--- config.mk ---
export PLATFORM = sky130hd
export DESIGN_NAME = plal_lobby_arm
export DESIGN_NICKNAME = d
export VERILOG_FILES = /design/src/rtl/plal_pkg.sv /design/src/rtl/plal_access_check.sv /design/src/rtl/plal_lobby_arm.sv
export VERILOG_INCLUDE_DIRS = /design/src /design/src/rtl
export SDC_FILE = /design/constraint.sdc
export NUM_CORES = 1
export LEC_CHECK = 0
export BUFFER_PORTS_ARGS = -buffer_cell sky130_fd_sc_hd__buf_2
export CAP_MARGIN = 20
export CORE_MARGIN = 2
export CORE_UTILIZATION = 54
export DETAILED_ROUTE_END_ITERATION = 8
export PLACE_DENSITY = 0.8
export SLEW_MARGIN = 25
export SYNTH_ARGS = -nofsm -noshare
export SYNTH_HDL_FRONTEND = slang
export SYNTH_SLANG_ARGS = --single-unit
export TNS_END_PERCENT = 50
--- constraint.sdc ---
create_clock -name CLK_I -period 3.1 [get_ports CLK_I]
set_input_delay 0.465 -clock CLK_I [delete_from_list [all_inputs] [get_ports CLK_I]]
set_output_delay 0.465 -clock CLK_I [all_outputs]
set_load 0.005 [all_outputs]
--- src/rtl/plal_consts.svh ---
// Constants for the partition lobby arming logic
// Summary of operation
// - Each of two areas holds its own armed or disarmed state.
// - Active area count is one or two; areas beyond it are unused.
// - Each keypad belongs to one area or to pseudo-area three (status station).
// - Each zone belongs to one area; shown only on that area's keypads.
// - Per user: permitted area set and authority level per area.
// - One command arms/disarms several areas only with collective flag set.
// - Cross-area log-on from an area keypad allowed only if target area's enable is set.
// - One area is designated lobby; only it follows other areas.
// - First dependent area disarming also disarms the lobby.
// - Lobby arm refused while any dependent area is disarmed.
// - Arming a dependent area without auto-arm flag starts no lobby attempt.
// - Arming an area with dependency and auto-arm flags attempts lobby arming.
// - Auto lobby attempt fails on lobby fault or disarmed dependent; flags failure.
// - Auto-arm flag without dependency flag is a rejected configuration.
// - Collective users choose areas explicitly; no automatic lobby following.
// - Collective lobby-only arm with disarmed dependent leaves lobby disarmed, flags failure.
// - Non-collective keypad requests apply automatic lobby behaviour.
// - Quick-arm, keyswitch and wireless sources also apply lobby behaviour.
// - Remote or scheduled commands never make the lobby follow.
`ifndef PLAL_CONSTS_SVH
`define PLAL_CONSTS_SVH
`define PLAL_NUM_AREAS 2
`define PLAL_NUM_USERS 8
`define PLAL_AUTH_W 3
`define PLAL_KEYPADS 8
`define PLAL_ZONES 16
`define PLAL_MASTER_AREA 2'h3
`define PLAL_NO_LOBBY 2'h0
`define PLAL_ARMED_RST 2'h0
`endif

--- src/rtl/plal_pkg.sv ---
// Types for the partition lobby arming logic
package plal_pkg;
	typedef enum logic [2:0] {
		PLAL_SRC_KEYPAD,
		PLAL_SRC_QUICK,
		PLAL_SRC_KEYSWITCH,
		PLAL_SRC_WL_BUTTON,
		PLAL_SRC_WL_KEYPAD,
		PLAL_SRC_REMOTE,
		PLAL_SRC_SCHEDULE
	} plal_src_t;
	typedef enum logic [1:0] {
		PLAL_RES_OK,
		PLAL_RES_DENIED,
		PLAL_RES_LOBBY_FAIL
	} plal_res_t;
endpackage

--- src/rtl/plal_access_check.sv ---
// Per-user access lookup: area rights, authority and collective flag
`timescale 1ns/100ps
`include "plal_consts.svh"
module plal_access_check #(
	parameter int NUM_USERS = `PLAL_NUM_USERS,
	parameter int AUTH_W = `PLAL_AUTH_W
)(
	input wire logic CLK_I,
	input wire logic RST_I,
	input wire logic cfg_we_i,
	input wire logic [$clog2(NUM_USERS)-1:0] cfg_user_i,
	input wire logic [1:0] cfg_areas_i,
	input wire logic [2*AUTH_W-1:0] cfg_auth_i,
	input wire logic cfg_collective_i,
	input wire logic [$clog2(NUM_USERS)-1:0] user_i,
	output logic [1:0] areas_o,
	output logic [2*AUTH_W-1:0] auth_o,
	output logic collective_o
);
	logic [1:0] area_mem [NUM_USERS];
	logic [2*AUTH_W-1:0] auth_mem [NUM_USERS];
	logic [NUM_USERS-1:0] coll_reg;

	// ----------------------------------------
	// User table
	// ----------------------------------------
	always_ff @(posedge CLK_I)
	begin
		if (RST_I)
		begin
			for (int i = 0; i < NUM_USERS; i++)
			begin
				area_mem[i] <= 2'h0;
				auth_mem[i] <= '0;
			end
		end
		else if (cfg_we_i)
		begin
			area_mem[cfg_user_i] <= cfg_areas_i;
			auth_mem[cfg_user_i] <= cfg_auth_i;
		end
	end

	always_ff @(posedge CLK_I)
	begin
		if (RST_I)
			coll_reg <= '0;
		else if (cfg_we_i)
			coll_reg[cfg_user_i] <= cfg_collective_i;
	end

	assign areas_o = area_mem[user_i];
	assign auth_o = auth_mem[user_i];
	assign collective_o = coll_reg[user_i];
endmodule

--- src/rtl/plal_lobby_arm.sv ---
// Two-area arming state manager with common lobby following
`timescale 1ns/100ps
`include "plal_consts.svh"
module plal_lobby_arm #(
	parameter int NUM_USERS = `PLAL_NUM_USERS,
	parameter int AUTH_W = `PLAL_AUTH_W,
	parameter int KEYPADS = `PLAL_KEYPADS,
	parameter int ZONES = `PLAL_ZONES
)(
	input wire logic CLK_I,
	input wire logic RST_I,
	input wire logic [1:0] CFG_AREA_COUNT_I,
	input wire logic [1:0] CFG_LOBBY_AREA_I,
	input wire logic [1:0] CFG_DEPENDS_I,
	input wire logic [1:0] CFG_AUTO_ARM_I,
	input wire logic [1:0] CFG_LOGON_EN_I,
	input wire logic [2*KEYPADS-1:0] CFG_KEYPAD_AREA_I,
	input wire logic [ZONES-1:0] CFG_ZONE_AREA_I,
	input wire logic CFG_USER_WE_I,
	input wire logic [$clog2(NUM_USERS)-1:0] CFG_USER_I,
	input wire logic [1:0] CFG_USER_AREAS_I,
	input wire logic [2*AUTH_W-1:0] CFG_USER_AUTH_I,
	input wire logic CFG_USER_COLLECTIVE_I,
	input wire logic [ZONES-1:0] ZONE_FAULT_I,
	input wire logic REQ_VALID_I,
	input wire logic REQ_ARM_I,
	input wire logic [1:0] REQ_AREAS_I,
	input wire logic [$clog2(NUM_USERS)-1:0] REQ_USER_I,
	input wire logic [$clog2(KEYPADS)-1:0] REQ_KEYPAD_I,
	input wire plal_pkg::plal_src_t REQ_SRC_I,
	output logic [1:0] ARMED_O,
	output logic [1:0] AREA_ACTIVE_O,
	output logic DONE_O,
	output plal_pkg::plal_res_t RESULT_O,
	output logic LOBBY_ARM_FAILURE_INDICATION_O,
	output logic CFG_ERROR_O,
	output logic [ZONES-1:0] ZONE_SHOWN_O,
	output logic STATUS_STATION_O,
	output logic [2*AUTH_W-1:0] USER_AUTH_O
);
	import plal_pkg::*;

	logic [1:0] armed_reg;
	logic [1:0] active_reg;
	logic done_reg;
	plal_res_t result_reg;
	logic fail_reg;
	logic cfg_err_reg;
	logic [ZONES-1:0] shown_reg;
	logic station_reg;
	logic [2*AUTH_W-1:0] auth_reg;
	logic [1:0] user_areas;
	logic [2*AUTH_W-1:0] user_auth;
	logic user_coll;

	logic [1:0] armed_next;
	plal_res_t result_next;
	logic fail_next;

	plal_access_check #(
		.NUM_USERS(NUM_USERS),
		.AUTH_W(AUTH_W)
	) u_access (
		.CLK_I(CLK_I),
		.RST_I(RST_I),
		.cfg_we_i(CFG_USER_WE_I),
		.cfg_user_i(CFG_USER_I),
		.cfg_areas_i(CFG_USER_AREAS_I),
		.cfg_auth_i(CFG_USER_AUTH_I),
		.cfg_collective_i(CFG_USER_COLLECTIVE_I),
		.user_i(REQ_USER_I),
		.areas_o(user_areas),
		.auth_o(user_auth),
		.collective_o(user_coll)
	);

	// Area index of a keypad; code three marks a status station
	function automatic logic [1:0] keypad_area(input logic [$clog2(KEYPADS)-1:0] k);
		keypad_area = CFG_KEYPAD_AREA_I[2*k +: 2];
	endfunction

	// Lobby index as a one-hot mask; area one may not be lobby
	function automatic logic [1:0] lobby_mask(input logic [1:0] sel);
		lobby_mask = (sel == 2'h2) ? 2'b10 : 2'b00;
	endfunction

	// ----------------------------------------
	// Configuration decode
	// ----------------------------------------
	logic [1:0] active;
	logic [1:0] lobby;
	logic [1:0] deps;
	logic [1:0] autos;
	logic lobby_fault;
	always_comb
	begin
		active = (CFG_AREA_COUNT_I == 2'h2) ? 2'b11 : 2'b01;
		lobby = lobby_mask(CFG_LOBBY_AREA_I) & active;
		deps = CFG_DEPENDS_I & active & ~lobby;
		autos = CFG_AUTO_ARM_I & deps;
		lobby_fault = 1'b0;
		for (int z = 0; z < ZONES; z++)
			if (lobby[1] && CFG_ZONE_AREA_I[z] && ZONE_FAULT_I[z])
				lobby_fault = 1'b1;
	end

	// ----------------------------------------
	// Request evaluation
	// ----------------------------------------
	logic [1:0] kp_area;
	logic [1:0] target;
	logic permitted;
	logic auto_mode;
	always_comb
	begin
		kp_area = keypad_area(REQ_KEYPAD_I);
		target = REQ_AREAS_I & active & user_areas;
		armed_next = armed_reg;
		result_next = PLAL_RES_OK;
		fail_next = 1'b0;
		permitted = 1'b1;
		// Several areas in one command need the collective flag
		if (target != REQ_AREAS_I || target == 2'b00)
			permitted = 1'b0;
		if (!user_coll && target == 2'b11)
			permitted = 1'b0;
		// Cross-area log-on from a keypad of another area
		if (REQ_SRC_I == PLAL_SRC_KEYPAD && kp_area != `PLAL_MASTER_AREA)
			for (int a = 0; a < 2; a++)
				if (target[a] && kp_area != 2'(a) && !CFG_LOGON_EN_I[a])
					permitted = 1'b0;
		auto_mode = !user_coll && REQ_SRC_I != PLAL_SRC_REMOTE
			&& REQ_SRC_I != PLAL_SRC_SCHEDULE;
		if (!permitted)
			result_next = PLAL_RES_DENIED;
		else if (!REQ_ARM_I)
		begin
			armed_next = armed_reg & ~target;
			// First dependent area going down drags the lobby with it
			if (auto_mode && |(target & deps & armed_reg))
				armed_next = armed_next & ~lobby;
		end
		else
		begin
			armed_next = armed_reg | (target & ~lobby);
			if (|(target & lobby))
			begin
				if (|(deps & ~armed_next))
				begin
					fail_next = 1'b1;
					result_next = PLAL_RES_LOBBY_FAIL;
				end
				else
					armed_next = armed_next | lobby;
			end
			else if (auto_mode && |(target & autos) && |lobby)
			begin
				if (lobby_fault || |(deps & ~armed_next))
				begin
					fail_next = 1'b1;
					result_next = PLAL_RES_LOBBY_FAIL;
				end
				else
					armed_next = armed_next | lobby;
			end
		end
	end

	// ----------------------------------------
	// State registers
	// ----------------------------------------
	always_ff @(posedge CLK_I)
	begin
		if (RST_I)
			armed_reg <= `PLAL_ARMED_RST;
		else if (REQ_VALID_I)
			armed_reg <= armed_next & active;
		else
			armed_reg <= armed_reg & active;
	end

	always_ff @(posedge CLK_I)
	begin
		if (RST_I)
		begin
			done_reg <= 1'b0;
			result_reg <= PLAL_RES_OK;
			fail_reg <= 1'b0;
			auth_reg <= '0;
		end
		else
		begin
			done_reg <= REQ_VALID_I;
			if (REQ_VALID_I)
			begin
				result_reg <= result_next;
				fail_reg <= fail_next;
				auth_reg <= user_auth;
			end
			else
				fail_reg <= 1'b0;
		end
	end

	// Rejected flag combination stays visible while configured
	always_ff @(posedge CLK_I)
	begin
		if (RST_I)
			cfg_err_reg <= 1'b0;
		else
			cfg_err_reg <= |(CFG_AUTO_ARM_I & ~CFG_DEPENDS_I);
	end

	always_ff @(posedge CLK_I)
	begin
		if (RST_I)
		begin
			active_reg <= 2'b00;
			shown_reg <= '0;
			station_reg <= 1'b0;
		end
		else
		begin
			active_reg <= active;
			station_reg <= (kp_area == `PLAL_MASTER_AREA);
			for (int z = 0; z < ZONES; z++)
				shown_reg[z] <= (kp_area == {1'b0, CFG_ZONE_AREA_I[z]})
					&& active[CFG_ZONE_AREA_I[z]];
		end
	end

	assign ARMED_O = armed_reg;
	assign AREA_ACTIVE_O = active_reg;
	assign DONE_O = done_reg;
	assign RESULT_O = result_reg;
	assign LOBBY_ARM_FAILURE_INDICATION_O = fail_reg;
	assign CFG_ERROR_O = cfg_err_reg;
	assign ZONE_SHOWN_O = shown_reg;
	assign STATUS_STATION_O = station_reg;
	assign USER_AUTH_O = auth_reg;
endmodule

==> results of run 1 <==
[layout make-up]
| class | count | area (um2) | area share [%] |
|---|---|---|---|
| flip-flops and latches | 104 | 2720 | 47.3 |
| multi-input cells | 284 | 2020 | 35.0 |
| repair buffers | 127 | 661 | 11.5 |
| clock buffers | 12 | 156 | 2.72 |
| well taps | 108 | 135 | 2.35 |
| inverters | 11 | 41.3 | 0.717 |
| clock inverters | 4 | 26.3 | 0.456 |
[metal layers]
metal | vias up | part of all wire, % | global-route usage (%)
li1 | 1750 | - | -
met1 | 1813 | 39 | 30.3
met2 | 166 | 50 | 44.2
met3 | 23 | 8.5 | 4.33
met4 | 0 | 2.1 | 8.64
met5 | - | 0 | 0
[power breakdown]
part | internal [mW] | switching (mW)
Combinational | 0.164 | 0.205
Clock | 0.341 | 0.458
Sequential | 1.55 | 0.0250
Total | 2.05 | 0.689
[synth_stat cells, drive strengths merged (2+ instances only)]
library cell and n:
nor4 4, dfxtp 40, and3 2, edfxtp 64
nand4 2, mux4 17, a22oi 8, mux2 5
xnor2 2, o21ai 16, nor2 52, buf 8
nor2b 10, clkbuf 8, and2 65, mux2i 16
o31ai 2, nor3 7, a21oi 18, nand2b 6
a22o 3, nand3 4, nor3b 2, nand2 22
inv 11, a31o 2, a211oi 7
[metrics by stage]
step	setup slack, ns	instances	power, mW	area, um2
after floorplan	0.700	415	1.81	4870
after global placement	0.445	634	1.95	5580
after detailed placement	0.401	634	1.97	5580
after CTS	0.783	650	2.75	5760
after global routing	0.633	650	2.84	5760
final	0.734	650	2.74	5760
[critical path, stage by stage]
cell,delay (ns)
buf_2,0.14
mux4_1,0.57
mux2i_1,0.34
xnor2_1,0.19
o221ai_2,0.16
or4_1,0.54
a31o_1,0.23
[cell families (layout without fill, tap and decap cells)]
logic type,Yosys count,in the layout
compound gates,64,64
xor+xnor,2,2
buf+inv,27,154
flops,104,104
mux,38,38
simple gates,180,180
[final timing paths]
kind / from / endpoint
max reg2reg: u_access.coll_reg[3] / ARMED_O[1]
min: CFG_AUTO_ARM_I[1] / CFG_ERROR_O
min reg2reg: u_access.coll_reg[2] / u_access.coll_reg[2]
max: REQ_KEYPAD_I[1] / ARMED_O[1]
==> results.md, run 1 <==
- Tightest hold margin: 0.351 ns
- Max Cap Viol: 0
- Min-Delay Path Class: input pin to flop
- DR vias: roughly 3800
- DRT Pass-1 Iters: 4
- Clk pin slew, worst setup/hold paths: 0.10 ns
- Setup bufs post-CTS: 0
- Synthesized instance count: slightly above 400
- Row cnt: 34
- Yosys reg bits: approximately 100
- Post-synthesis mux area share: between 10% and 20%
- Global-route wire length before repair: 18800 um
- Post-Synth XOR/XNOR Area: less than 1%
- Gpl congestion: about 0.79
- Buffers on Ports: approximately 120
- Pin count of the biggest net entering global routing: 29
- Adder-Cell Fraction of Synth Area: 0%
- Slew at the pin with the worst max-slew slack: roughly 1.1 ns
- 1st-iter DRT viols: 231
- Worst reg-to-reg setup slack: ~0.94 ns
- Initial Util: between 50 and 60%
- Cell taking the most area after synthesis: edfxtp_1
- Vias in the first global route: around 3800
- Post-route ant nets: 0
- Clock buffer depth: 2
- CTS buffer count: 9
- Final setup violation count: 0
- IO Count: 118
- Asr flop ratio synth: 0%
- CP Launch Type: input pin
- Period minus WS final: about 2.4 ns
- Worst Path Max Fanout: 4
- Fin. Hold Viols: 0
- Post-synth EDFFs: 64
- Synth Area in Simple Gates: approximately 19%
- Final core occ: about two thirds
- CTS Root Buffer Type: clkbuf_8
- Layout cells sized above 1: 30.3%
- CP Class: input pin to flop
- Top FF cell, synth: edfxtp_1
- Die X: around 100 um
- Worst EP required: between 3 and 4 ns
- Max-slew headroom: 28.0%
- Die Y-Extent: just under 100 um
- Initial antenna violation count: 0
- Gr usage total: about a quarter
- Fmax: between 400 and 500 MHz
- RSZ-0062 raised after global routing: false
- Post-cts hold buffer count: 0
- Remaining Overflow, GRT: 0
- Post-route clock period utilization: between 70 and 80%
- Most frequent cells in the layout: buf_2, and2_1, edfxtp_1
- Mapped cell area: about 4900 um2
- CTS tree: yes
- Worst R2R Path Depth: 6
- Most common cell after layout, fill and taps aside: buf_2
- Outcome: finished clean
- Synth Warn #: 0
- Power per Cell Area: about 480 nW/um2
- Post-Syn Area per Cell: around 12 um2
- WL/cell: between 15 and 20 um
- Syn nets: ~500
- Setup TNS: 0 ns
- Area growth syn-to-layout: 18.3%
- Detailed-route vias per instance: roughly 5.8
- Largest Register: u_access.auth_mem
- Hpwl dp: ~8600 um
- Arr. time, crit path: about 2.6 ns
- Post-CTS sizing: 0
- Leakage Power: approximately 2.4 nW
- H-tree depth: 3
- Core ar.: approximately 8700 um2
- Die footprint: slightly below 10000 um2
- DRC Markers: 0
- CTS Sinks: 104
- Synth top area cells: edfxtp_1, dfxtp_1, and2_1
- Max VDD drop: roughly 0.27 mV
- Setup crit end kind: flop
- Compound-cell area share of the yosys netlist: under 10%
- Final net count: roughly 620
- Max reg flops: between 40 and 50
- Yosys top cell area share: ~39%
- Post-Route Skew: a little over 0.009 ns
- Skew-Pair Late Insertion Delay: around 0.36 ns
- Layout fillers: 684
- Fin. max-slew vios: 0
- Hold path depth: 3
- Main combinational cell family by area after synthesis: simple AND/OR/NAND/NOR gates
- Routed WL: 12000 um
- Synth unique cells: between 40 and 50
- # diodes: 0
- Sequential cell area fraction in the yosys report: 56.0%
Power figures use the tool's default switching activity.
==> inputs of run 2 (changes only) <==
==> constraint.sdc (replaced) <==
create_clock -name CLK_I -period 2.3 [get_ports CLK_I]
set_input_delay 0.345 -clock CLK_I [delete_from_list [all_inputs] [get_ports CLK_I]]
set_output_delay 0.345 -clock CLK_I [all_outputs]
set_load 0.005 [all_outputs]
==> results.md, run 2 (same netlist as run 1, synthesis figures left out) <==
- Setup TNS: 0 ns (unchanged)
- Die footprint: 9790 um2 (unchanged)
- Initial antenna violation count: 0 (unchanged)
- Outcome: finished clean
- Clock buffer depth: 2 (unchanged)
- Leakage Power: 2.48 nW (+5.1%)
- # diodes: 0 (unchanged)
- Post-route ant nets: 0 (unchanged)
- Gpl congestion: 0.842 (+6.1%)
- DR vias: 3792 (+1.1%)
- Buffers on Ports: 117 (unchanged)
- Post-place setup slack: -0.120 ns (-0.521 ns)
- Arr. time, crit path: 2.39 ns (-0.24 ns)
- DRT Pass-1 Iters: 4 (unchanged)
- H-tree depth: 3 (unchanged)
- Post-cts hold buffer count: 0 (unchanged)
- Final core occ: 67.9% (+1.9 points)
- CP Launch Type: flop
- Setup bufs post-CTS: 0 (unchanged)
- 1st-iter DRT viols: 237 (+2.6%)
- Fin. max-slew vios: 0 (unchanged)
- Max reg flops: 48 (unchanged)
- Post-Route Skew: 0.00731 ns (-0.00197 ns)
- Routed WL: 12200 um (+1.6%)
- Most common cell after layout, fill and taps aside: buf_2
- Placed Cells: 657 (+3.6%)
- Fin cells: 673 (+3.5%)
- RSZ-0062 raised after global routing: false
- Min-Delay Path Class: input pin to flop
- Final net count: 646 (+3.7%)
- Pin count of the biggest net entering global routing: 29 (unchanged)
- Max VDD drop: 0.329 mV (+21%)
- Initial Util: 55.8% (unchanged)
- Skew-Pair Late Insertion Delay: 0.36 ns (about the same)
- DP Area: 5740 um2 (+3.0%)
- Setup crit end kind: flop
- Area growth syn-to-layout: 21.7%
- Vias in the first global route: 3801 (+0.58%)
- Hpwl dp: 9070 um (+5.3%)
- Row cnt: 34 (unchanged)
- Max Cap Viol: 0 (unchanged)
- Detailed-route vias per instance: 5.63 (-2.4%)
- CTS Root Buffer Type: clkbuf_8
- Fin. Hold Viols: 0 (unchanged)
- CTS tree: yes
- CTS buffer count: 9 (unchanged)
- IO Count: 118 (unchanged)
- Clk pin slew, worst setup/hold paths: 0.10 ns (about the same)
- Die X: 98.9 um (unchanged)
- M1 GR Usage: 30.1% (-0.11 points)
- Post-route clock period utilization: slightly above 90%
- Die Y-Extent: 98.9 um (unchanged)
- Gr usage total: 25.3% (+0.57 points)
- Post-CTS sizing: 0 (unchanged)
- Max-slew headroom: 65.2% (+37 points)
- Remaining Overflow, GRT: 0 (unchanged)
- Most frequent cells in the layout: buf_2, and2_1, edfxtp_1
- Power per Cell Area: 626 nW/um2 (+31%)
- M2 GR Usage: 46.1% (+1.9 points)
- CP Class: flop to flop
- Most utilized layer in the global route result: met2
- CTS Sinks: 104 (unchanged)
- Final Cell Area: 5920 um2 (+2.8%)
- Layout cells sized above 1: 33.1% (+2.8 points)
- Final setup violation count: 0 (unchanged)
- Global-route wire length before repair: 19000 um (+1.3%)
- Post-route worst setup slack: 0.173 ns (-0.561 ns)
- Slew at the pin with the worst max-slew slack: 0.521 ns (-0.553 ns)
- Fmax: 470 MHz
- Grt met3 use: 5.18% (+0.85 points)
- Period minus WS final: between 2 and 2.5 ns
- Worst Path Max Fanout: 3 (-1)
- Worst EP required: 2.56 ns (-0.80 ns)
- Core ar.: 8720 um2 (unchanged)
- DRC Markers: 0 (unchanged)
- Largest Register: u_access.auth_mem
- WL/cell: 18.1 um (-1.8%)
## run 2: cell count changes in the layout (fill, tap and decap cells not counted), moves of 2 or more
cell,previous run,this run
inv_6,0,2
clkbuf_1,2,0
buf_4,10,33
clkinvlp_4,2,0
o21ai_0,13,11
o21ai_1,3,5
## run 2: power breakdown
group / internal (mW) / leakage (nW) / total [mW] / switching, mW
Sequential: 2.09 / 0.946 / 2.12 / 0.0338
Clock: 0.429 / 0.0950 / 1.06 / 0.631
Combinational: 0.245 / 1.44 / 0.525 / 0.280
## run 2: stage by stage
step | hold WS, ns | power, mW
2_1_floorplan | 0.441 | 2.43
3_3_place_gp | 0.457 | 2.66
3_5_place_dp | 0.467 | 2.68
4_1_cts | 0.225 | 3.72
5_1_grt | 0.215 | 3.85
6_report | 0.238 | 3.70
## run 2: path summary, 6_finish.rpt
path                              from                    to  slack [ns]  cells past startpoint
setup / recovery  u_access.coll_reg[3]            ARMED_O[1]        0.17                      6
hold / removal       CFG_AUTO_ARM_I[1]           CFG_ERROR_O        0.24                      3
setup reg to reg  u_access.coll_reg[3]            ARMED_O[1]        0.17                      6
hold reg to reg   u_access.coll_reg[2]  u_access.coll_reg[2]        0.48                      2
## run 2: area by class of cell
| class | instances | area [um2] |
|---|---|---|
| fillers | 661 | 2800 |
| flip-flops and latches | 104 | 2720 |
| multi-input cells | 284 | 2010 |
| repair buffers | 150 | 833 |
| clock buffers | 10 | 138 |
| well taps | 108 | 135 |
| clock inverters | 6 | 41.3 |
| inverters | 11 | 41.3 |
## run 2: routing by layer
layer  wire, um  up-vias
li1           -     1797
met1       4710     1816
met2       6210      168
met3       1120       11
met4        155        0
met5          0        -
## run 2: worst max-delay path, cell delays in order (launching register included)
cell     delay, ns
dfxtp_1       0.32
mux2_1        0.32
mux4_2        0.53
nor2_1        0.14
a31oi_1       0.09
or4_1         0.41
a31o_1        0.22
==> inputs of run 3 (changes only) <==
==> constraint.sdc (replaced) <==
create_clock -name CLK_I -period 2.42 [get_ports CLK_I]
set_input_delay 0.363 -clock CLK_I [delete_from_list [all_inputs] [get_ports CLK_I]]
set_output_delay 0.363 -clock CLK_I [all_outputs]
set_load 0.005 [all_outputs]
==> results.md, run 3 (same netlist as run 1, synthesis figures left out) <==
- # diodes: 0 (unchanged)
- Worst R2R Path Depth: 6 (unchanged)
- Core ar.: 8720 um2 (unchanged)
- H-tree depth: 3 (unchanged)
- RSZ-0062 raised after global routing: false
- Max Cap Viol: 0 (unchanged)
- Net Sw Power: 906 uW (-4.1%)
- Die Y-Extent: 98.9 um (unchanged)
- Reg2reg start: u_access.coll_reg[6]
- Final setup violation count: 0 (unchanged)
- Clk pin slew, worst setup/hold paths: 0.11 ns (about the same)
- Most frequent cells in the layout: buf_2, and2_1, edfxtp_1
- DRC Markers: 0 (unchanged)
- Power per Cell Area: 594 nW/um2 (-5.0%)
- Post-cts hold buffer count: 0 (unchanged)
- Largest Register: u_access.auth_mem
- CTS Root Buffer Type: clkbuf_8
- Worst EP required: 2.68 ns (+0.12 ns)
- Slew at the pin with the worst max-slew slack: 0.706 ns (+0.186 ns)
- Final net count: 641 (-0.77%)
- CTS Sinks: 104 (unchanged)
- Final core occ: 67.5% (-0.44 points)
- Post-Route Skew: 0.0132 ns (+0.00586 ns)
- Hpwl dp: 8810 um (-2.9%)
- Worst hold path startpoint: CFG_AUTO_ARM_I[1]
- Post-route clock period utilization: a little under 90%
- Post-place setup slack: -0.0411 ns (+0.0788 ns)
- Initial antenna violation count: 0 (unchanged)
- Fin. Hold Viols: 0 (unchanged)
- Placed Cells: 652 (-0.76%)
- Hold path depth: 3 (unchanged)
- Seq pwr share: 57.7% (+0.5 points)
- Post-CTS sizing: 0 (unchanged)
- Buffers on Ports: 117 (unchanged)
- Worst reg-to-reg setup slack: 0.33 ns (+0.15 ns)
- Fin cells: 668 (-0.74%)
- Min-Delay Path Class: input pin to flop
- Layout cells sized above 1: 32.5% (-0.60 points)
- Internal Power: 2.59 mW (-6.1%)
- Global-route wire length before repair: 18600 um (-2.0%)
- Period minus WS final: 2.09 ns
- DR vias: 3742 (-1.3%)
- CTS buffer count: 9 (unchanged)
- Outcome: finished clean
- Gpl congestion: 0.818 (-2.8%)
- Pin count of the biggest net entering global routing: 29 (unchanged)
- CP Launch Type: input pin
- Area growth syn-to-layout: 20.9%
- Skew-Pair Late Insertion Delay: 0.37 ns (about the same)
- Die footprint: 9790 um2 (unchanged)
- Max reg flops: 48 (unchanged)
- Initial Util: 55.8% (unchanged)
- Gr usage total: 24.7% (-0.64 points)
- Max-slew headroom: 52.7% (-12 points)
- Vias in the first global route: 3735 (-1.7%)
- Tightest hold margin: 0.229 ns (-0.00869 ns)
- FF-to-FF End: ARMED_O[1]
- Arr. time, crit path: 2.36 ns (-0.03 ns)
- Leakage Power: 2.44 nW (-1.6%)
- Detailed-route vias per instance: 5.60 (-0.58%)
- Remaining Overflow, GRT: 0 (unchanged)
- Sw Ratio: 25.9% (+0.41 points)
- DRT Pass-1 Iters: 5 (+1)
- Hold endpoint: CFG_ERROR_O
- Routed WL: 11900 um (-2.8%)
- IO Count: 118 (unchanged)
- Fmax: about 480 MHz
- Setup crit end kind: flop
- Clk pwr share: 28.3% (-0.3 points)
- Post-route worst setup slack: 0.325 ns (+0.152 ns)
- CTS tree: yes
- Comb pwr share: 14.1% (about the same)
- CP Class: input pin to flop
- Clock buffer depth: 2 (unchanged)
- Die X: 98.9 um (unchanged)
- Most common cell after layout, fill and taps aside: buf_2
- Fin. max-slew vios: 0 (unchanged)
- Row cnt: 34 (unchanged)
- Max VDD drop: 0.282 mV (-14%)
- Post-route ant nets: 0 (unchanged)
- Setup bufs post-CTS: 0 (unchanged)
- Worst Path Max Fanout: 4 (+1)
- WL/cell: 17.8 um (-2.1%)
- 1st-iter DRT viols: 218 (-8.0%)
-- run 3: how the worst max path moves through the flow --
stage | from | end
global route | REQ_KEYPAD_I[1] | ARMED_O[1]
finish | REQ_KEYPAD_I[1] | ARMED_O[1]
CTS | u_access.coll_reg[3] | ARMED_O[1]
floorplan | REQ_KEYPAD_I[1] | ARMED_O[1]
detailed placement | REQ_KEYPAD_I[1] | ARMED_O[1]
global placement | REQ_KEYPAD_I[1] | ARMED_O[1]
-- run 3: power groups by stage --
stage          logic [mW]  clock network, mW  registers [mW]
3_5_place_dp        0.490                  0            2.06
4_1_cts             0.492               1.01            2.02
2_1_floorplan       0.263                  0            2.05
6_report            0.492              0.989            2.02
3_3_place_gp        0.475                  0            2.05
5_1_grt             0.538               1.08            2.03
-- run 3: routing by layer --
layer | vias to the layer above | wire length [um] | global-route usage [%] | share of wire, %
met5 | - | 0 | 0 | 0
met4 | 0 | 207 | 8.43 | 1.7
met3 | 16 | 826 | 3.90 | 7.0
met2 | 157 | 5970 | 43.0 | 50
met1 | 1785 | 4860 | 31.5 | 41
li1 | 1784 | - | - | -
-- run 3: critical path, cell delays in order --
cell and delay, ns:
buf_2 0.13, mux4_1 0.58, mux2i_2 0.24, xnor2_1 0.17
o221ai_2 0.14, or4_1 0.51, a31o_1 0.23
-- run 3: stage by stage --
| step | power [mW] | instance area (um2) | setup TNS, ns |
|---|---|---|---|
| floorplan | 2.31 | 4870 | 0 |
| global placement | 2.52 | 5710 | -0.00359 |
| CTS | 3.51 | 5880 | 0 |
| detailed placement | 2.55 | 5710 | -0.0411 |
| global route | 3.64 | 5880 | 0 |
| finish | 3.50 | 5880 | 0 |
-- run 3: area by class of cell --
cell class	count	area [um2]
Inverter	11	41.3
Multi-Input combinational cell	284	2020
Clock buffer	10	128
Sequential cell	104	2720
Timing Repair Buffer	145	796
Tap cell	108	135
Clock inverter	6	45.0
Fill cell	641	2840
